$ cat config.mk
export PLATFORM = sky130hd
export DESIGN_NAME = compact_timer
export DESIGN_NICKNAME = d
export VERILOG_FILES = /design/src/pin_edge_sync.v /design/src/compact_timer.v
export VERILOG_INCLUDE_DIRS = /design/src /design/src/src
export SDC_FILE = /design/constraint.sdc
export NUM_CORES = 1
export LEC_CHECK = 0
export ABC_CLOCK_PERIOD_IN_PS = 2300
export BUFFER_PORTS_ARGS = -buffer_cell sky130_fd_sc_hd__buf_2
export CAP_MARGIN = 20
export CORE_ASPECT_RATIO = 0.7
export CORE_MARGIN = 5
export CORE_UTILIZATION = 45
export CTS_CLUSTER_SIZE = 24
export DETAILED_ROUTE_END_ITERATION = 10
export PLACE_DENSITY = 0.68
export SLEW_MARGIN = 20
export SYNTH_ARGS = -nofsm -noshare
export SYNTH_HDL_FRONTEND = slang
export SYNTH_SLANG_ARGS = --single-unit
$ cat constraint.sdc
create_clock -name sys_clk_i -period 2.3 [get_ports sys_clk_i]
set_input_delay 0.115 -clock sys_clk_i [delete_from_list [all_inputs] [get_ports sys_clk_i]]
set_output_delay 0.115 -clock sys_clk_i [all_outputs]
set_load 0.02 [all_outputs]
$ cat src/compact_timer_defs.vh
// Purpose: Shared constants of the compact 10-bit timer: offsets, fields, codes.
// Assumes: Included by bare name from the timer core and from its testbench.
// Notes: Byte offsets are word aligned for the AXI4-Lite register slave.
`ifndef COMPACT_TIMER_DEFS_VH
`define COMPACT_TIMER_DEFS_VH

`define CT_OFS_CTRL_MAIN 8'h00
`define CT_OFS_MODE_CTRL 8'h04
`define CT_OFS_COUNT_LOW 8'h08
`define CT_OFS_COUNT_HIGH 8'h0C
`define CT_OFS_CMPA_LOW 8'h10
`define CT_OFS_CMPA_HIGH 8'h14

`define CT_RST_BYTE 8'h00
`define CT_RST_WORD10 10'h000
`define CT_HIGH_PAD 6'h00
`define CT_RD_ZERO 32'h00000000
`define CT_WORD_PAD 24'h000000

`define CT_BIT_HOLD 7
`define CT_CKS_HI 6
`define CT_CKS_LO 4
`define CT_BIT_RUN 3
`define CT_RP_HI 2
`define CT_RP_LO 0

`define CT_MODE_HI 7
`define CT_MODE_LO 6
`define CT_IO_HI 5
`define CT_IO_LO 4
`define CT_BIT_OC 3
`define CT_BIT_POL 2
`define CT_BIT_DPX 1
`define CT_BIT_CCLR 0

`define CT_CKS_SYS_DIV4 3'h0
`define CT_CKS_SYS 3'h1
`define CT_CKS_HI_DIV16 3'h2
`define CT_CKS_HI_DIV64 3'h3
`define CT_CKS_TIMEBASE 3'h4
`define CT_CKS_RESERVED 3'h5
`define CT_CKS_EXT_RISE 3'h6
`define CT_CKS_EXT_FALL 3'h7

`define CT_MODE_COMPARE 2'h0
`define CT_MODE_PWM 2'h2

`define CT_IO_NONE 2'h0
`define CT_IO_LOW 2'h1
`define CT_IO_HIGH 2'h2
`define CT_IO_TOGGLE 2'h3

`define CT_SYS_DIV_LAST 2'h3
`define CT_HI16_LAST 4'hF
`define CT_HI64_LAST 6'h3F
`define CT_PERIOD_LOW_ZERO 7'h00

`define CT_RESP_OKAY 2'h0
`define CT_RESP_SLVERR 2'h2

`endif

$ cat src/pin_edge_sync.v
// Purpose: Brings an asynchronous pin into the clock domain and flags its edges.
// Assumes: One clock; clock enable low freezes every stage.
// Notes: Edges appear two clock-enabled cycles after the pin moves.
`timescale 1ns/1ps
`default_nettype none
module pin_edge_sync (
  input wire sys_clk_i,
  input wire resetn_i,
  input wire ce_i,
  input wire pin_i,
  output wire rise_o,
  output wire fall_o
);
  reg meta;
  reg stable;
  reg last;

  // The first stage feeds only the second, so a metastable value never fans out.
  always @(posedge sys_clk_i or negedge resetn_i)
  begin
    if (!resetn_i)
    begin
      meta <= 1'b0;
      stable <= 1'b0;
      last <= 1'b0;
    end
    else if (ce_i)
    begin
      meta <= pin_i;
      stable <= meta;
      last <= stable;
    end
  end

  assign rise_o = ce_i & stable & ~last;
  assign fall_o = ce_i & ~stable & last;
endmodule
`default_nettype wire

$ cat src/compact_timer.v
// Purpose: Compact 10-bit count-up timer with AXI4-Lite registers.
// Assumes: sys_clk_i at 125 MHz; tick inputs are one-cycle enables on it.
// Notes: Registers hold data in bits 7..0 of each word; upper bits read zero.
// Overview of operation
// - Ten-bit counter counts up on selected clock.
// - Clock select picks divided, internal or pin.
// - P checks top three bits; A all ten.
// - Software clears counter only via run enable.
// - Overflow or selected match clears counter; only matches raise events.
// - Hold bit freezes count; release resumes counting.
// - Count readable only; high byte upper zero.
// - Low write buffers; high write commits both.
// - High read captures low into shared buffer.
// - Pin drives counter only when selected.
// - Compare mode sets, clears or toggles output.
// - PWM waveform leaves on the same pin.
// - Pin enabled by run in compare or PWM mode.
// - Output pin and inverted twin provided.
// - Modes: compare output, timer, PWM only.
// - Run rise zeroes counter; fall keeps value.
// - Run rise restores compare-mode initial level.
// - Period code n is n times 128; code zero gives 1024.
// - Clear select zero clears on P match outside PWM mode.
`timescale 1ns/1ps
`default_nettype none
`include "compact_timer_defs.vh"
module compact_timer #(
  parameter CNT_W = 10
) (
  input wire sys_clk_i,
  input wire resetn_i,
  input wire ce_i,
  input wire [7:0] s_axi_awaddr,
  input wire s_axi_awvalid,
  output wire s_axi_awready,
  input wire [31:0] s_axi_wdata,
  input wire [3:0] s_axi_wstrb,
  input wire s_axi_wvalid,
  output wire s_axi_wready,
  output wire [1:0] s_axi_bresp,
  output wire s_axi_bvalid,
  input wire s_axi_bready,
  input wire [7:0] s_axi_araddr,
  input wire s_axi_arvalid,
  output wire s_axi_arready,
  output wire [31:0] s_axi_rdata,
  output wire [1:0] s_axi_rresp,
  output wire s_axi_rvalid,
  input wire s_axi_rready,
  input wire high_clock_tick_i,
  input wire timebase_tick_i,
  input wire ext_clock_pin_i,
  output wire timer_output_pin_o,
  output wire timer_output_pin_n_o,
  output wire timer_output_pin_oe_o,
  output wire match_p_o,
  output wire match_a_o
);
  reg [7:0] counter_ctrl_main, counter_mode_ctrl, byte_buf;
  reg [CNT_W-1:0] duty_compare_value, count;
  reg [1:0] sys_div;
  reg [5:0] high_div;
  reg run_last, out_level, pin_level, pin_level_n, pin_oe, match_p, match_a;

  reg aw_held, w_held, w_lane0, bvalid, rvalid;
  reg [7:0] aw_addr, w_byte;
  reg [1:0] bresp, rresp;
  reg [31:0] rdata;

  wire ext_rise, ext_fall;
  wire [2:0] clock_select = counter_ctrl_main[`CT_CKS_HI:`CT_CKS_LO];
  wire [2:0] period_compare_value = counter_ctrl_main[`CT_RP_HI:`CT_RP_LO];
  wire counter_run_enable = counter_ctrl_main[`CT_BIT_RUN];
  wire counter_hold = counter_ctrl_main[`CT_BIT_HOLD];
  wire [1:0] mode_select = counter_mode_ctrl[`CT_MODE_HI:`CT_MODE_LO];
  wire [1:0] output_action = counter_mode_ctrl[`CT_IO_HI:`CT_IO_LO];
  wire output_initial_level = counter_mode_ctrl[`CT_BIT_OC];
  wire output_polarity = counter_mode_ctrl[`CT_BIT_POL];
  wire duty_period_swap = counter_mode_ctrl[`CT_BIT_DPX];
  wire clear_source_select = counter_mode_ctrl[`CT_BIT_CCLR];

  // Mode codes other than compare and PWM all behave as the plain timer.
  wire mode_compare = (mode_select == `CT_MODE_COMPARE);
  wire mode_pwm = (mode_select == `CT_MODE_PWM);

  pin_edge_sync u_ext_sync (
    .sys_clk_i(sys_clk_i),
    .resetn_i(resetn_i),
    .ce_i(ce_i),
    .pin_i(ext_clock_pin_i),
    .rise_o(ext_rise),
    .fall_o(ext_fall)
  );

  // Counter clock selection.
  wire sys_div_tick = (sys_div == `CT_SYS_DIV_LAST);
  wire hi16_tick = high_clock_tick_i & (high_div[3:0] == `CT_HI16_LAST);
  wire hi64_tick = high_clock_tick_i & (high_div == `CT_HI64_LAST);
  reg count_tick;

  always @*
  begin
    count_tick = 1'b0;
    case (clock_select)
      `CT_CKS_SYS_DIV4: count_tick = sys_div_tick;
      `CT_CKS_SYS: count_tick = 1'b1;
      `CT_CKS_HI_DIV16: count_tick = hi16_tick;
      `CT_CKS_HI_DIV64: count_tick = hi64_tick;
      `CT_CKS_TIMEBASE: count_tick = timebase_tick_i;
      `CT_CKS_RESERVED: count_tick = 1'b0;
      `CT_CKS_EXT_RISE: count_tick = ext_rise;
      `CT_CKS_EXT_FALL: count_tick = ext_fall;
      default: count_tick = 1'b0;
    endcase
  end

  always @(posedge sys_clk_i or negedge resetn_i)
  begin
    if (!resetn_i)
    begin
      sys_div <= 2'h0;
      high_div <= 6'h00;
    end
    else if (ce_i)
    begin
      sys_div <= sys_div + 2'h1;
      if (high_clock_tick_i)
      begin
        high_div <= high_div + 6'h01;
      end
    end
  end

  // Comparators look at the value the counter is about to take.
  wire [CNT_W-1:0] next_count_raw = count + {{(CNT_W-1){1'b0}}, 1'b1};
  // Code zero matches only at wrap, which gives the full 1024-clock period.
  wire p_hit = (next_count_raw[CNT_W-1:CNT_W-3] == period_compare_value) &&
    (next_count_raw[CNT_W-4:0] == `CT_PERIOD_LOW_ZERO);
  wire a_hit = (next_count_raw == duty_compare_value);
  wire run_rise = counter_run_enable & ~run_last;
  wire advance = counter_run_enable & ~counter_hold & count_tick;
  wire clear_by_a = mode_pwm ? duty_period_swap : clear_source_select;
  wire clear_hit = clear_by_a ? a_hit : p_hit;

  // Natural wrap of the ten bits covers overflow when no match fires first.
  always @(posedge sys_clk_i or negedge resetn_i)
  begin
    if (!resetn_i)
    begin
      count <= `CT_RST_WORD10;
      run_last <= 1'b0;
      match_p <= 1'b0;
      match_a <= 1'b0;
    end
    else if (ce_i)
    begin
      run_last <= counter_run_enable;
      match_p <= advance & ~run_rise & p_hit;
      match_a <= advance & ~run_rise & a_hit;
      if (run_rise)
      begin
        count <= `CT_RST_WORD10;
      end
      else if (advance)
      begin
        count <= clear_hit ? `CT_RST_WORD10 : next_count_raw;
      end
    end
  end

  // Output waveform generation.
  wire [CNT_W-1:0] pwm_duty = duty_period_swap ?
    {period_compare_value, `CT_PERIOD_LOW_ZERO} : duty_compare_value;
  reg next_out_level;

  always @*
  begin
    next_out_level = out_level;
    if (mode_compare)
    begin
      if (run_rise)
      begin
        next_out_level = output_initial_level;
      end
      else if (advance && a_hit)
      begin
        case (output_action)
          `CT_IO_NONE: next_out_level = out_level;
          `CT_IO_LOW: next_out_level = 1'b0;
          `CT_IO_HIGH: next_out_level = 1'b1;
          `CT_IO_TOGGLE: next_out_level = ~out_level;
          default: next_out_level = out_level;
        endcase
      end
    end
    else if (mode_pwm)
    begin
      case (output_action)
        `CT_IO_NONE: next_out_level = 1'b0;
        `CT_IO_LOW: next_out_level = 1'b1;
        default: next_out_level = (count < pwm_duty);
      endcase
    end
  end

  // The pin lags the internal level by one cycle so that it leaves a flop.
  always @(posedge sys_clk_i or negedge resetn_i)
  begin
    if (!resetn_i)
    begin
      out_level <= 1'b0;
      pin_level <= 1'b0;
      pin_level_n <= 1'b1;
      pin_oe <= 1'b0;
    end
    else if (ce_i)
    begin
      out_level <= next_out_level;
      pin_level <= out_level ^ output_polarity;
      pin_level_n <= ~(out_level ^ output_polarity);
      pin_oe <= counter_run_enable & (mode_compare | mode_pwm);
    end
  end

  assign timer_output_pin_o = pin_level;
  assign timer_output_pin_n_o = pin_level_n;
  assign timer_output_pin_oe_o = pin_oe;
  assign match_p_o = match_p;
  assign match_a_o = match_a;

  // AXI4-Lite slave. Readies drop with the clock enable so nothing is lost.
  assign s_axi_awready = ce_i & ~aw_held & ~bvalid;
  assign s_axi_wready = ce_i & ~w_held & ~bvalid;
  assign s_axi_arready = ce_i & ~rvalid;
  assign s_axi_bvalid = bvalid;
  assign s_axi_bresp = bresp;
  assign s_axi_rvalid = rvalid;
  assign s_axi_rresp = rresp;
  assign s_axi_rdata = rdata;

  wire aw_take = s_axi_awvalid & s_axi_awready;
  wire w_take = s_axi_wvalid & s_axi_wready;
  wire ar_take = s_axi_arvalid & s_axi_arready;
  wire wr_commit = ce_i & aw_held & w_held & ~bvalid;
  wire wr_byte = wr_commit & w_lane0;
  wire wr_known = (aw_addr == `CT_OFS_CTRL_MAIN) || (aw_addr == `CT_OFS_MODE_CTRL) ||
    (aw_addr == `CT_OFS_COUNT_LOW) || (aw_addr == `CT_OFS_COUNT_HIGH) ||
    (aw_addr == `CT_OFS_CMPA_LOW) || (aw_addr == `CT_OFS_CMPA_HIGH);
  reg rd_known;
  reg [7:0] rd_byte;

  always @*
  begin
    rd_known = 1'b1;
    rd_byte = `CT_RST_BYTE;
    case (s_axi_araddr)
      `CT_OFS_CTRL_MAIN: rd_byte = counter_ctrl_main;
      `CT_OFS_MODE_CTRL: rd_byte = counter_mode_ctrl;
      `CT_OFS_COUNT_LOW: rd_byte = byte_buf;
      `CT_OFS_COUNT_HIGH: rd_byte = {`CT_HIGH_PAD, count[CNT_W-1:8]};
      `CT_OFS_CMPA_LOW: rd_byte = byte_buf;
      `CT_OFS_CMPA_HIGH: rd_byte = {`CT_HIGH_PAD, duty_compare_value[CNT_W-1:8]};
      default: rd_known = 1'b0;
    endcase
  end

  always @(posedge sys_clk_i or negedge resetn_i)
  begin
    if (!resetn_i)
    begin
      aw_held <= 1'b0;
      aw_addr <= `CT_RST_BYTE;
      w_held <= 1'b0;
      w_byte <= `CT_RST_BYTE;
      w_lane0 <= 1'b0;
      bvalid <= 1'b0;
      bresp <= `CT_RESP_OKAY;
      rvalid <= 1'b0;
      rresp <= `CT_RESP_OKAY;
      rdata <= `CT_RD_ZERO;
    end
    else if (ce_i)
    begin
      if (aw_take)
      begin
        aw_held <= 1'b1;
        aw_addr <= s_axi_awaddr;
      end
      if (w_take)
      begin
        w_held <= 1'b1;
        w_byte <= s_axi_wdata[7:0];
        w_lane0 <= s_axi_wstrb[0];
      end
      if (wr_commit)
      begin
        aw_held <= 1'b0;
        w_held <= 1'b0;
        bvalid <= 1'b1;
        bresp <= wr_known ? `CT_RESP_OKAY : `CT_RESP_SLVERR;
      end
      else if (bvalid && s_axi_bready)
      begin
        bvalid <= 1'b0;
      end
      if (ar_take)
      begin
        rvalid <= 1'b1;
        rresp <= rd_known ? `CT_RESP_OKAY : `CT_RESP_SLVERR;
        rdata <= rd_known ? {`CT_WORD_PAD, rd_byte} : `CT_RD_ZERO;
      end
      else if (rvalid && s_axi_rready)
      begin
        rvalid <= 1'b0;
      end
    end
  end

  // Register storage. The count registers ignore writes entirely.
  // A compare-A low-byte write and a high-byte read in the same cycle both aim at the buffer;
  // software must not overlap them, and the write is kept when it happens.
  always @(posedge sys_clk_i or negedge resetn_i)
  begin
    if (!resetn_i)
    begin
      counter_ctrl_main <= `CT_RST_BYTE;
      counter_mode_ctrl <= `CT_RST_BYTE;
      duty_compare_value <= `CT_RST_WORD10;
      byte_buf <= `CT_RST_BYTE;
    end
    else if (ce_i)
    begin
      if (wr_byte && aw_addr == `CT_OFS_CTRL_MAIN)
      begin
        counter_ctrl_main <= w_byte;
      end
      if (wr_byte && aw_addr == `CT_OFS_MODE_CTRL)
      begin
        counter_mode_ctrl <= w_byte;
      end
      if (wr_byte && aw_addr == `CT_OFS_CMPA_HIGH)
      begin
        duty_compare_value <= {w_byte[CNT_W-9:0], byte_buf};
      end
      if (wr_byte && aw_addr == `CT_OFS_CMPA_LOW)
      begin
        byte_buf <= w_byte;
      end
      else if (ar_take && s_axi_araddr == `CT_OFS_COUNT_HIGH)
      begin
        byte_buf <= count[7:0];
      end
      else if (ar_take && s_axi_araddr == `CT_OFS_CMPA_HIGH)
      begin
        byte_buf <= duty_compare_value[7:0];
      end
    end
  end
endmodule
`default_nettype wire

==> results.md, run 1 <==
STA:
- The hold violation count in the final report is 0.
- The final number of max-transition violations is 0.
- The relative slew slack is 57.1%.
- The worst path in the final design needs a cycle of 2440 ps, including I/O delays and setup.
- In the finished design, the share of the clock period the worst path needs comes to 106%.
- For the final routed database, the setup TNS stands at -622 ps.
- The post-layout worst setup margin is -140 ps.
- Setup repair after global routing could not meet its margin everywhere.
- The number of setup violations in the final report is 11.
- Derived from the worst setup path, the maximum achievable clock frequency is 410 MHz.
- The slew at the pin closest to its max-slew limit is 644 ps.
- The setup skew after layout is 9.02 ps.

Setup path:
- For this design, the slowest cell found on the critical path is sky130_fd_sc_hd__or4_4.
- The largest driver fanout on the critical path is 6.
- The most used cell along the critical path is sky130_fd_sc_hd__xnor2_2.
- The worst setup path is of the reg2reg kind.
- The worst setup path is captured at a register.
- On the critical path the largest part of the delay comes from simple AND/OR/NAND/NOR gates.
- Traced cell by cell, the critical path runs through ha_4, xnor2_2, xnor2_2, or4_4, a211oi_2, nand4_1, o21ai_1, mux2_1.
- The worst setup path is launched from a register.
- The critical path data required time is 2540 ps.
- On the worst path, the slowest cell contributes a delay of 510 ps.
- The combined buffer and inverter count along the critical path is 0.
- STA puts the critical path data arrival time at 2680 ps.

Power:
- Across the VDD grid, the largest voltage drop is 549 µV.
- Net switching is 30.2% of the power.
- In this run, the clock network consumes 34.6% of the power.
- Cell internal power was estimated by the tool at 3.20 mW.
- Of the total power, combinational logic draws 16.9%.
- The switching power is 1.39 mW.
- The leakage power is 3.02 nW.
- In this run the power density over the cells is 699 nW/µm².
- The sequential fraction of design power is 48.5%.

Yosys:
- The synthesis warning total is 0.
- The number of distinct library cells after synthesis is 78.
- sky130_fd_sc_hd__dfrtp_1 takes more of the synthesized area than any other cell.
- By area the synthesized netlist is led by sky130_fd_sc_hd__dfrtp_1 43%, sky130_fd_sc_hd__mux2_2 8.7%, sky130_fd_sc_hd__buf_4 3.6%.
- The mean cell area of the mapped netlist is 10.7 µm².
- For this run, asynchronously set or reset flops after synthesis account for 100%.
- Yosys mapped a number of flops with a built-in enable equal to 0.
- The synthesized design contains 93 register bits.
- The cell count after synthesis came out at 506.
- In the synthesized netlist the dominant register cell turns out to be sky130_fd_sc_hd__dfrtp_1.
- The sequential cell area fraction in the yosys report is 43.0%.
- The share of the synthesized area in the top cell type is 42.6%.
- After synthesis the cells add up to 5410 µm².

Routing:
- The detailed-route wire length per cell is 18.5 µm.
- Detailed routing inserted a total of 4396 vias.
- Wires add up to 14.3 mm.
- The first routing iteration left 339 violations.
- Dividing the detail-routed via count by the number of cells gives 5.69.
- The DRC violation count after routing is 0.
- The detail route stage leaves a number of antenna-violating nets equal to 0.
- The number of optimization iterations in the first detailed-route pass is 6.

Clock tree:
- The clock sink count is 93.
- The clock passes through at most 2 buffers.
- TritonCTS built the clock tree.
- The master cell of the clock root buffer is sky130_fd_sc_hd__clkbuf_16.
- At the later pin of the worst-skew pair, clock insertion delay measures 360 ps.
- The clock transition at the registers of the reported paths is 70 ps.
- Counting the buffers created by CTS gives 9.
- The clock tree synthesis step divided the H-tree into 3 levels.

Die:
- Pin placement for this block handled 109 I/O pins.
- The die is 141 µm wide.
- The die extent in y is 102 µm.
- Once the floorplan was initialized, standard cells occupied 46.1% of the core.
- In this run the core area contains 33 standard-cell rows.
- The floorplan step defined a die boundary enclosing 14400 µm².
- The area inside the core boundary is 11700 µm².

Layout:
- The count of cells in the finished layout, fillers not included, comes to 773.
- The ratio of cells with drive above 1 in the final layout is 32.5%.
- Relative to the synthesized area, the layout overhead comes to 21.3%.
- The number of nets at the end of the flow is 687.
- The top cell types in the final layout, fill and taps aside, are 88 x sky130_fd_sc_hd__dfrtp_1, 54 x sky130_fd_sc_hd__buf_2, 49 x sky130_fd_sc_hd__buf_4.
- Fill cells in the final layout number 988.
- The post-layout utilization of the core is 56.0%.
- The total area of sequential cells is 2330 µm².
- Leaving out fill and tap cells, the most frequent cell in the layout is sky130_fd_sc_hd__dfrtp_1.
- The footprint of the multi-input gates is 2860 µm².
- The number of diodes added for antenna fixing is 0.

Global routing:
- The largest net degree at the start of global routing is 55.
- The final global-route overflow total is 0.
- The first global-routing pass estimated 22.4 mm of wire.
- The via count of the first global-routing pass is 4260.
- The number of antenna violations at the first check in global routing is 0.
- In the global route stage, overall resource usage came out at 19.9%.

Run status:
- The run finished, with violations left.
- The final reports fail on setup timing.

Placement:
- Timing analysis after detailed placement gives a worst setup slack of -178 ps.
- The HPWL after detailed placement is 10.5 mm.
- After detailed placement, the design holds a cell count of 736.
- During placement, the flow inserted port buffers numbering 55.
- The congestion estimate from routability-driven global placement came to 0.910.

Flow run:
- The count of maximum capacitance violations is 0.

Hold path:
- The path type of the worst min-delay path is in2reg.
-- state kept, by name, summed over array words and instances, names as in the netlist, 2 cells and up --
signal	cells
counter_mode_ctrl	8
w_byte	8
count	10
counter_ctrl_main	8
aw_addr	8
s_axi_rdata	8
byte_buf	8
duty_compare_value	10
sys_div	2
high_div	6
-- cells in the mapped netlist, types with 4 or more instances --
cell                        n
sky130_fd_sc_hd__o21ai_0   19
sky130_fd_sc_hd__a21o_1     8
sky130_fd_sc_hd__clkbuf_1  10
sky130_fd_sc_hd__nor2_1    32
sky130_fd_sc_hd__buf_2      5
sky130_fd_sc_hd__o21ai_1    6
sky130_fd_sc_hd__a41oi_1    8
sky130_fd_sc_hd__nand3_1    9
sky130_fd_sc_hd__xnor2_1   11
sky130_fd_sc_hd__inv_1      9
sky130_fd_sc_hd__mux2_1     8
sky130_fd_sc_hd__nor3_1     7
sky130_fd_sc_hd__mux2_2    42
sky130_fd_sc_hd__xor2_1     7
sky130_fd_sc_hd__mux2i_1   13
sky130_fd_sc_hd__ha_1      13
sky130_fd_sc_hd__a211oi_1   9
sky130_fd_sc_hd__nand2_1   34
sky130_fd_sc_hd__nand4b_1   7
sky130_fd_sc_hd__a21oi_1   15
sky130_fd_sc_hd__buf_4     26
sky130_fd_sc_hd__a222oi_1   6
sky130_fd_sc_hd__nand4_1    6
sky130_fd_sc_hd__buf_6      7
sky130_fd_sc_hd__a31oi_1    9
sky130_fd_sc_hd__dfrtp_1   92
sky130_fd_sc_hd__nor3b_1    4
sky130_fd_sc_hd__nand2b_1  12
-- metrics by stage --
step	instance area (µm²)	power [mW]	hold slack, ps
6_report	6560	4.59	2.86
5_1_grt	6560	4.81	9.36
4_1_cts	6480	4.62	0.719
3_5_place_dp	6010	3.01	157
3_3_place_gp	6010	2.95	148
2_1_floorplan	5530	2.74	-181
-- worst reg2reg max path: stages (launching register included) --
cell,delay (ps)
sky130_fd_sc_hd__dfrtp_2,480
sky130_fd_sc_hd__ha_4,200
sky130_fd_sc_hd__xnor2_2,150
sky130_fd_sc_hd__xnor2_2,150
sky130_fd_sc_hd__or4_4,510
sky130_fd_sc_hd__a211oi_2,160
sky130_fd_sc_hd__nand4_1,160
sky130_fd_sc_hd__o21ai_1,180
sky130_fd_sc_hd__mux2_1,330
-- repair_timing --
action	4_1_cts	5_1_grt
endpoints found under the setup margin	11	20
cloned	0	1
gates resized for setup	4	7
endpoints found under the hold margin	51	0
hold buffers	13	0
setup buffers	1	6
pin swaps	4	6
-- routing by layer --
metal  GRT usage (%)  up-vias  routed length [µm]
met2            29.7      187                6270
met4            4.32        0                 119
met5               0        -                   0
met1            29.5     2171                6620
li1                -     2027                   -
met3            5.00       11                1270
-- cell type report --
type,instances,share of cell area (%)
Multi-Input combinational cell,379,43.6
Sequential cell,93,35.6
Timing Repair Buffer,119,12.6
Clock buffer,9,3.43
Tap cell,157,2.99
Clock inverter,7,1.33
Inverter,9,0.515
-- power by group through the flow --
stage | Combinational, mW | Sequential (mW) | Clock, mW
5_1_grt | 0.857 | 2.27 | 1.68
6_report | 0.777 | 2.22 | 1.59
3_5_place_dp | 0.760 | 2.25 | 0
3_3_place_gp | 0.721 | 2.22 | 0
4_1_cts | 0.782 | 2.22 | 1.62
2_1_floorplan | 0.562 | 2.18 | 0
-- path summary, 6_finish.rpt --
kind | startpoint | to | slack, ps | cells after the start
worst max-delay path | count[0]$_DFFE_PN0P_ | out_level$_DFFE_PN0P_ | -140 | 8
worst min-delay path | ext_clock_pin_i | u_ext_sync.meta$_DFFE_PN0P_ | 3 | 2
worst max register to register | count[0]$_DFFE_PN0P_ | out_level$_DFFE_PN0P_ | -140 | 8
worst min register to register | sys_div[0]$_DFFE_PN0P_ | sys_div[0]$_DFFE_PN0P_ | 470 | 1
max in group asynchronous | resetn_i | timer_output_pin_n_o$_DFFE_PN1P_ | 1280 | 3
min in group asynchronous | resetn_i | s_axi_rdata[1]$_DFFE_PN0P_ | 310 | 2
-- cells by family after synthesis --
group	after synthesis	synth area share, %
mux	63	12.8
simple gates	150	16.3
xor+xnor	21	4.07
other cells	1	0.0693
flops	93	43.0
compound gates	105	13.5
buf+inv	60	7.26
fa+ha+maj	13	3.01
No activity file was read; power rests on OpenSTA's default activity.
==> inputs of run 2 (changes only) <==
--- a/config.mk
+++ b/config.mk
@@ -14,6 +14,7 @@
 export CORE_UTILIZATION = 45
 export CTS_CLUSTER_SIZE = 24
 export DETAILED_ROUTE_END_ITERATION = 10
+export HOLD_SLACK_MARGIN = 0.02
 export PLACE_DENSITY = 0.68
 export SLEW_MARGIN = 20
 export SYNTH_ARGS = -nofsm -noshare
==> run 2 against run 1 <==
Against the previous run: the flow still finishes with violations (setup timing); total power grew 0.22%; via count increased by 0.32%; wire length up 1.0%; largest cell class unchanged; critical endpoint unchanged.
==> results.md, run 2 (synthesis results as in run 1) <==
Setup path:
- The critical path data required time is 2540 ps (about the same).
- The maximum single-stage delay on the critical path came to 520 ps (was 510 ps).
- The kind of capture point of the worst setup path is a register (unchanged).
- The library cell contributing the largest single delay on the critical path was sky130_fd_sc_hd__or4_4 (unchanged).
- Ordered cell list for the critical path: ha_4, xnor2_2, xnor2_2, or4_4, a211oi_2, nand4_1, o21ai_1, mux2_1 (unchanged).
- The startpoint-to-endpoint class of the critical path is reg2reg (unchanged).
- The most used cell along the critical path is sky130_fd_sc_hd__xnor2_2 (unchanged).
- The worst path arrival time came to 2680 ps (about the same).
- The largest driver fanout on the critical path is 6 (unchanged).
- The startpoint class of the critical path was a register (unchanged).

Placement:
- The detailed-placement wirelength estimate is 10.5 mm (unchanged).
- The final estimated routing congestion in global placement is 0.910 (unchanged).
- The count of buffers from port buffering was 55 (unchanged).

Routing:
- The DRC violation count after routing is 0 (unchanged).
- The via count of the routed design came to 4410 (was 4396).
- The detailed-route wire length per cell is 18.5 µm (about the same).
- The detailed router's first-iteration violation count is 354 (was 339).
- The number of optimization iterations in the first detailed-route pass is 7 (was 6).
- The total length of routed wires is 14.4 mm (was 14.3 mm).
- The number of nets with antenna violations after detailed routing is 0 (unchanged).
- The per-cell via count in the routed design is 5.65 (was 5.69).

Power:
- The power per cell area came to 693 nW/µm² (was 699 nW/µm²).
- The overall power after layout is 4.60 mW (was 4.59 mW).
- The leakage power is 3.05 nW (was 3.02 nW).
- The worst voltage drop across the vdd grid came to 547 µV (was 549 µV).

Die:
- The die span in x is 141 µm (unchanged).
- The effective utilization at floorplan is 46.1% (unchanged).
- The area inside the core boundary is 11700 µm² (unchanged).
- The die extent in y is 102 µm (unchanged).
- The number of standard-cell rows in the floorplan came to 33 (unchanged).
- The die area came to 14400 µm² (unchanged).
- The total I/O pin count is 109 (unchanged).

Global routing:
- The number of antenna violations at the first check in global routing came to 0 (unchanged).
- The first-pass GRT wire length is 22.6 mm (was 22.4 mm).
- The via count of the first global-routing pass is 4300 (was 4260).
- The global-route usage over all layers is 20.1% (was 19.9%).
- The final global-route overflow total is 0 (unchanged).
- The largest net degree at the start of global routing is 55 (unchanged).

Clock tree:
- The master cell of the clock root buffer was sky130_fd_sc_hd__clkbuf_16 (unchanged).
- The deepest level of the CTS H-tree came to 3 (unchanged).
- The clock latency on the worst-skew pair is 350 ps (was 360 ps).
- The worst-case clock buffer depth is 2 (unchanged).
- The clock transition at the registers of the reported paths is 70 ps (about the same).
- The TritonCTS buffer count was 9 (unchanged).
- The CTS tree is done (unchanged).
- The clock sink count was 93 (unchanged).

Layout:
- The number of diodes added for antenna fixing is 0 (unchanged).
- The most common library cell in the layout ignoring fill and taps is sky130_fd_sc_hd__dfrtp_1 (unchanged).
- Commonest non-fill, non-tap cells in the layout: 88 x sky130_fd_sc_hd__dfrtp_1, 54 x sky130_fd_sc_hd__buf_2, 49 x sky130_fd_sc_hd__buf_4 (unchanged).
- Largest regs: count: 10 flops, duty_compare_value: 10 flops (unchanged).
- The number of nets at the end of the flow is 694 (was 687).
- The post-synthesis to final-layout area growth is 22.6% (was 21.3%).
- The filler cell count in the final layout is 977 (was 988).
- The ratio of cells with drive above 1 in the final layout is 32.1% (was 32.5%).

STA:
- The shortest clock period the worst path allows after layout is 2440 ps (about the same).
- The slew at the pin closest to its max-slew limit came to 651 ps (was 644 ps).
- The post-layout worst setup margin is -139 ps (was -140 ps).
- The relative slew slack was 56.6% (was 57.1%).
- The setup skew after layout was 7.93 ps (was 9.02 ps).
- The accumulated negative setup slack was -531 ps (was -622 ps).
- The final worst hold slack is 20.7 ps (was 2.86 ps).
- The highest attainable clock frequency is 410 MHz (about the same).
- The number of setup violations in the final report is 10 (was 11).
- Setup repair after global routing missed its margin: true (unchanged).
- The final worst-path cycle share is 106% (about the same).
- The hold violation count in the final report was 0 (unchanged).
- The final number of max-transition violations is 0 (unchanged).

Run status:
- Run status: finished, violations left (unchanged).
- Violated checks: setup timing (unchanged).

Flow run:
- The count of maximum capacitance violations is 0 (unchanged).

Hold path:
- The path type of the worst min-delay path is in2reg (unchanged).
run 2: changes by cell type in the layout (fill, tap and decap cells not counted), sizes merged:
| cell | before | now |
|---|---|---|
| dlygate4sd3 | 13 | 20 |
run 2: path summary, 6_finish.rpt:
kind / from / end / slack, ps / cells after the start
hold reg to reg: timer_output_pin_n_o$_DFFE_PN1P_ / timer_output_pin_n_o$_DFFE_PN1P_ / 470 / 2
min in group asynchronous: resetn_i / s_axi_bvalid$_DFFE_PN0P_ / 300 / 2
setup / recovery: count[0]$_DFFE_PN0P_ / out_level$_DFFE_PN0P_ / -140 / 8
max in group asynchronous: resetn_i / timer_output_pin_n_o$_DFFE_PN1P_ / 1270 / 3
hold / removal: s_axi_awaddr[0] / aw_addr[0]$_DFFE_PN0P_ / 20 / 2
setup reg to reg: count[0]$_DFFE_PN0P_ / out_level$_DFFE_PN0P_ / -140 / 8
run 2: cell type report:
class / count / area [µm²] / share of cell area [%]
Tap cell: 157 / 196 / 2.96
Inverter: 9 / 33.8 / 0.509
Sequential cell: 93 / 2330 / 35.2
Clock inverter: 7 / 87.6 / 1.32
Timing Repair Buffer: 126 / 898 / 13.5
Clock buffer: 9 / 225 / 3.39
Multi-Input combinational cell: 379 / 2860 / 43.1
run 2: metal layers:
metal | vias up | routed length, µm | track usage [%]
li1 | 2039 | - | -
met1 | 2196 | 6910 | 29.6
met2 | 162 | 6340 | 30.0
met3 | 13 | 1050 | 4.96
met4 | 0 | 127 | 4.32
met5 | - | 0 | 0
run 2: where the power goes:
group	switching (mW)	internal, mW
clock	0.714	0.870
combinational	0.384	0.403
sequential	0.292	1.93
run 2: what timing repair did:
item / CTS / global route
gates resized for setup: 4 / 7
buffers inserted: 1 / 6
hold buffers: 20 / 0
hold endpoints to repair: 58 / 0
pin swaps: 4 / 6
gates cloned: 0 / 1
setup endpoints to repair: 11 / 20
run 2: critical path: cells and delay by family, from the launching register on:
kind                     cells  cell delay, ps
AO/OA/AOI/OAI                2             340
multiplexers                 1             330
flip-flops                   1             480
AND/OR/NAND/NOR              2             680
adder cells (fa/ha/maj)      1             200
XOR/XNOR                     2             300
run 2: stage by stage:
stage | utilization, % | cell area, µm² | setup slack, ps | instances
final | 56.6 | 6630 | -139 | 780
after global routing | 56.6 | 6630 | -179 | 780
after CTS | 55.9 | 6560 | -124 | 773
after detailed placement | 51.3 | 6010 | -178 | 736
after global placement | 51.3 | 6010 | -75.5 | 736
after floorplan | - | 5530 | 8.26 | 531
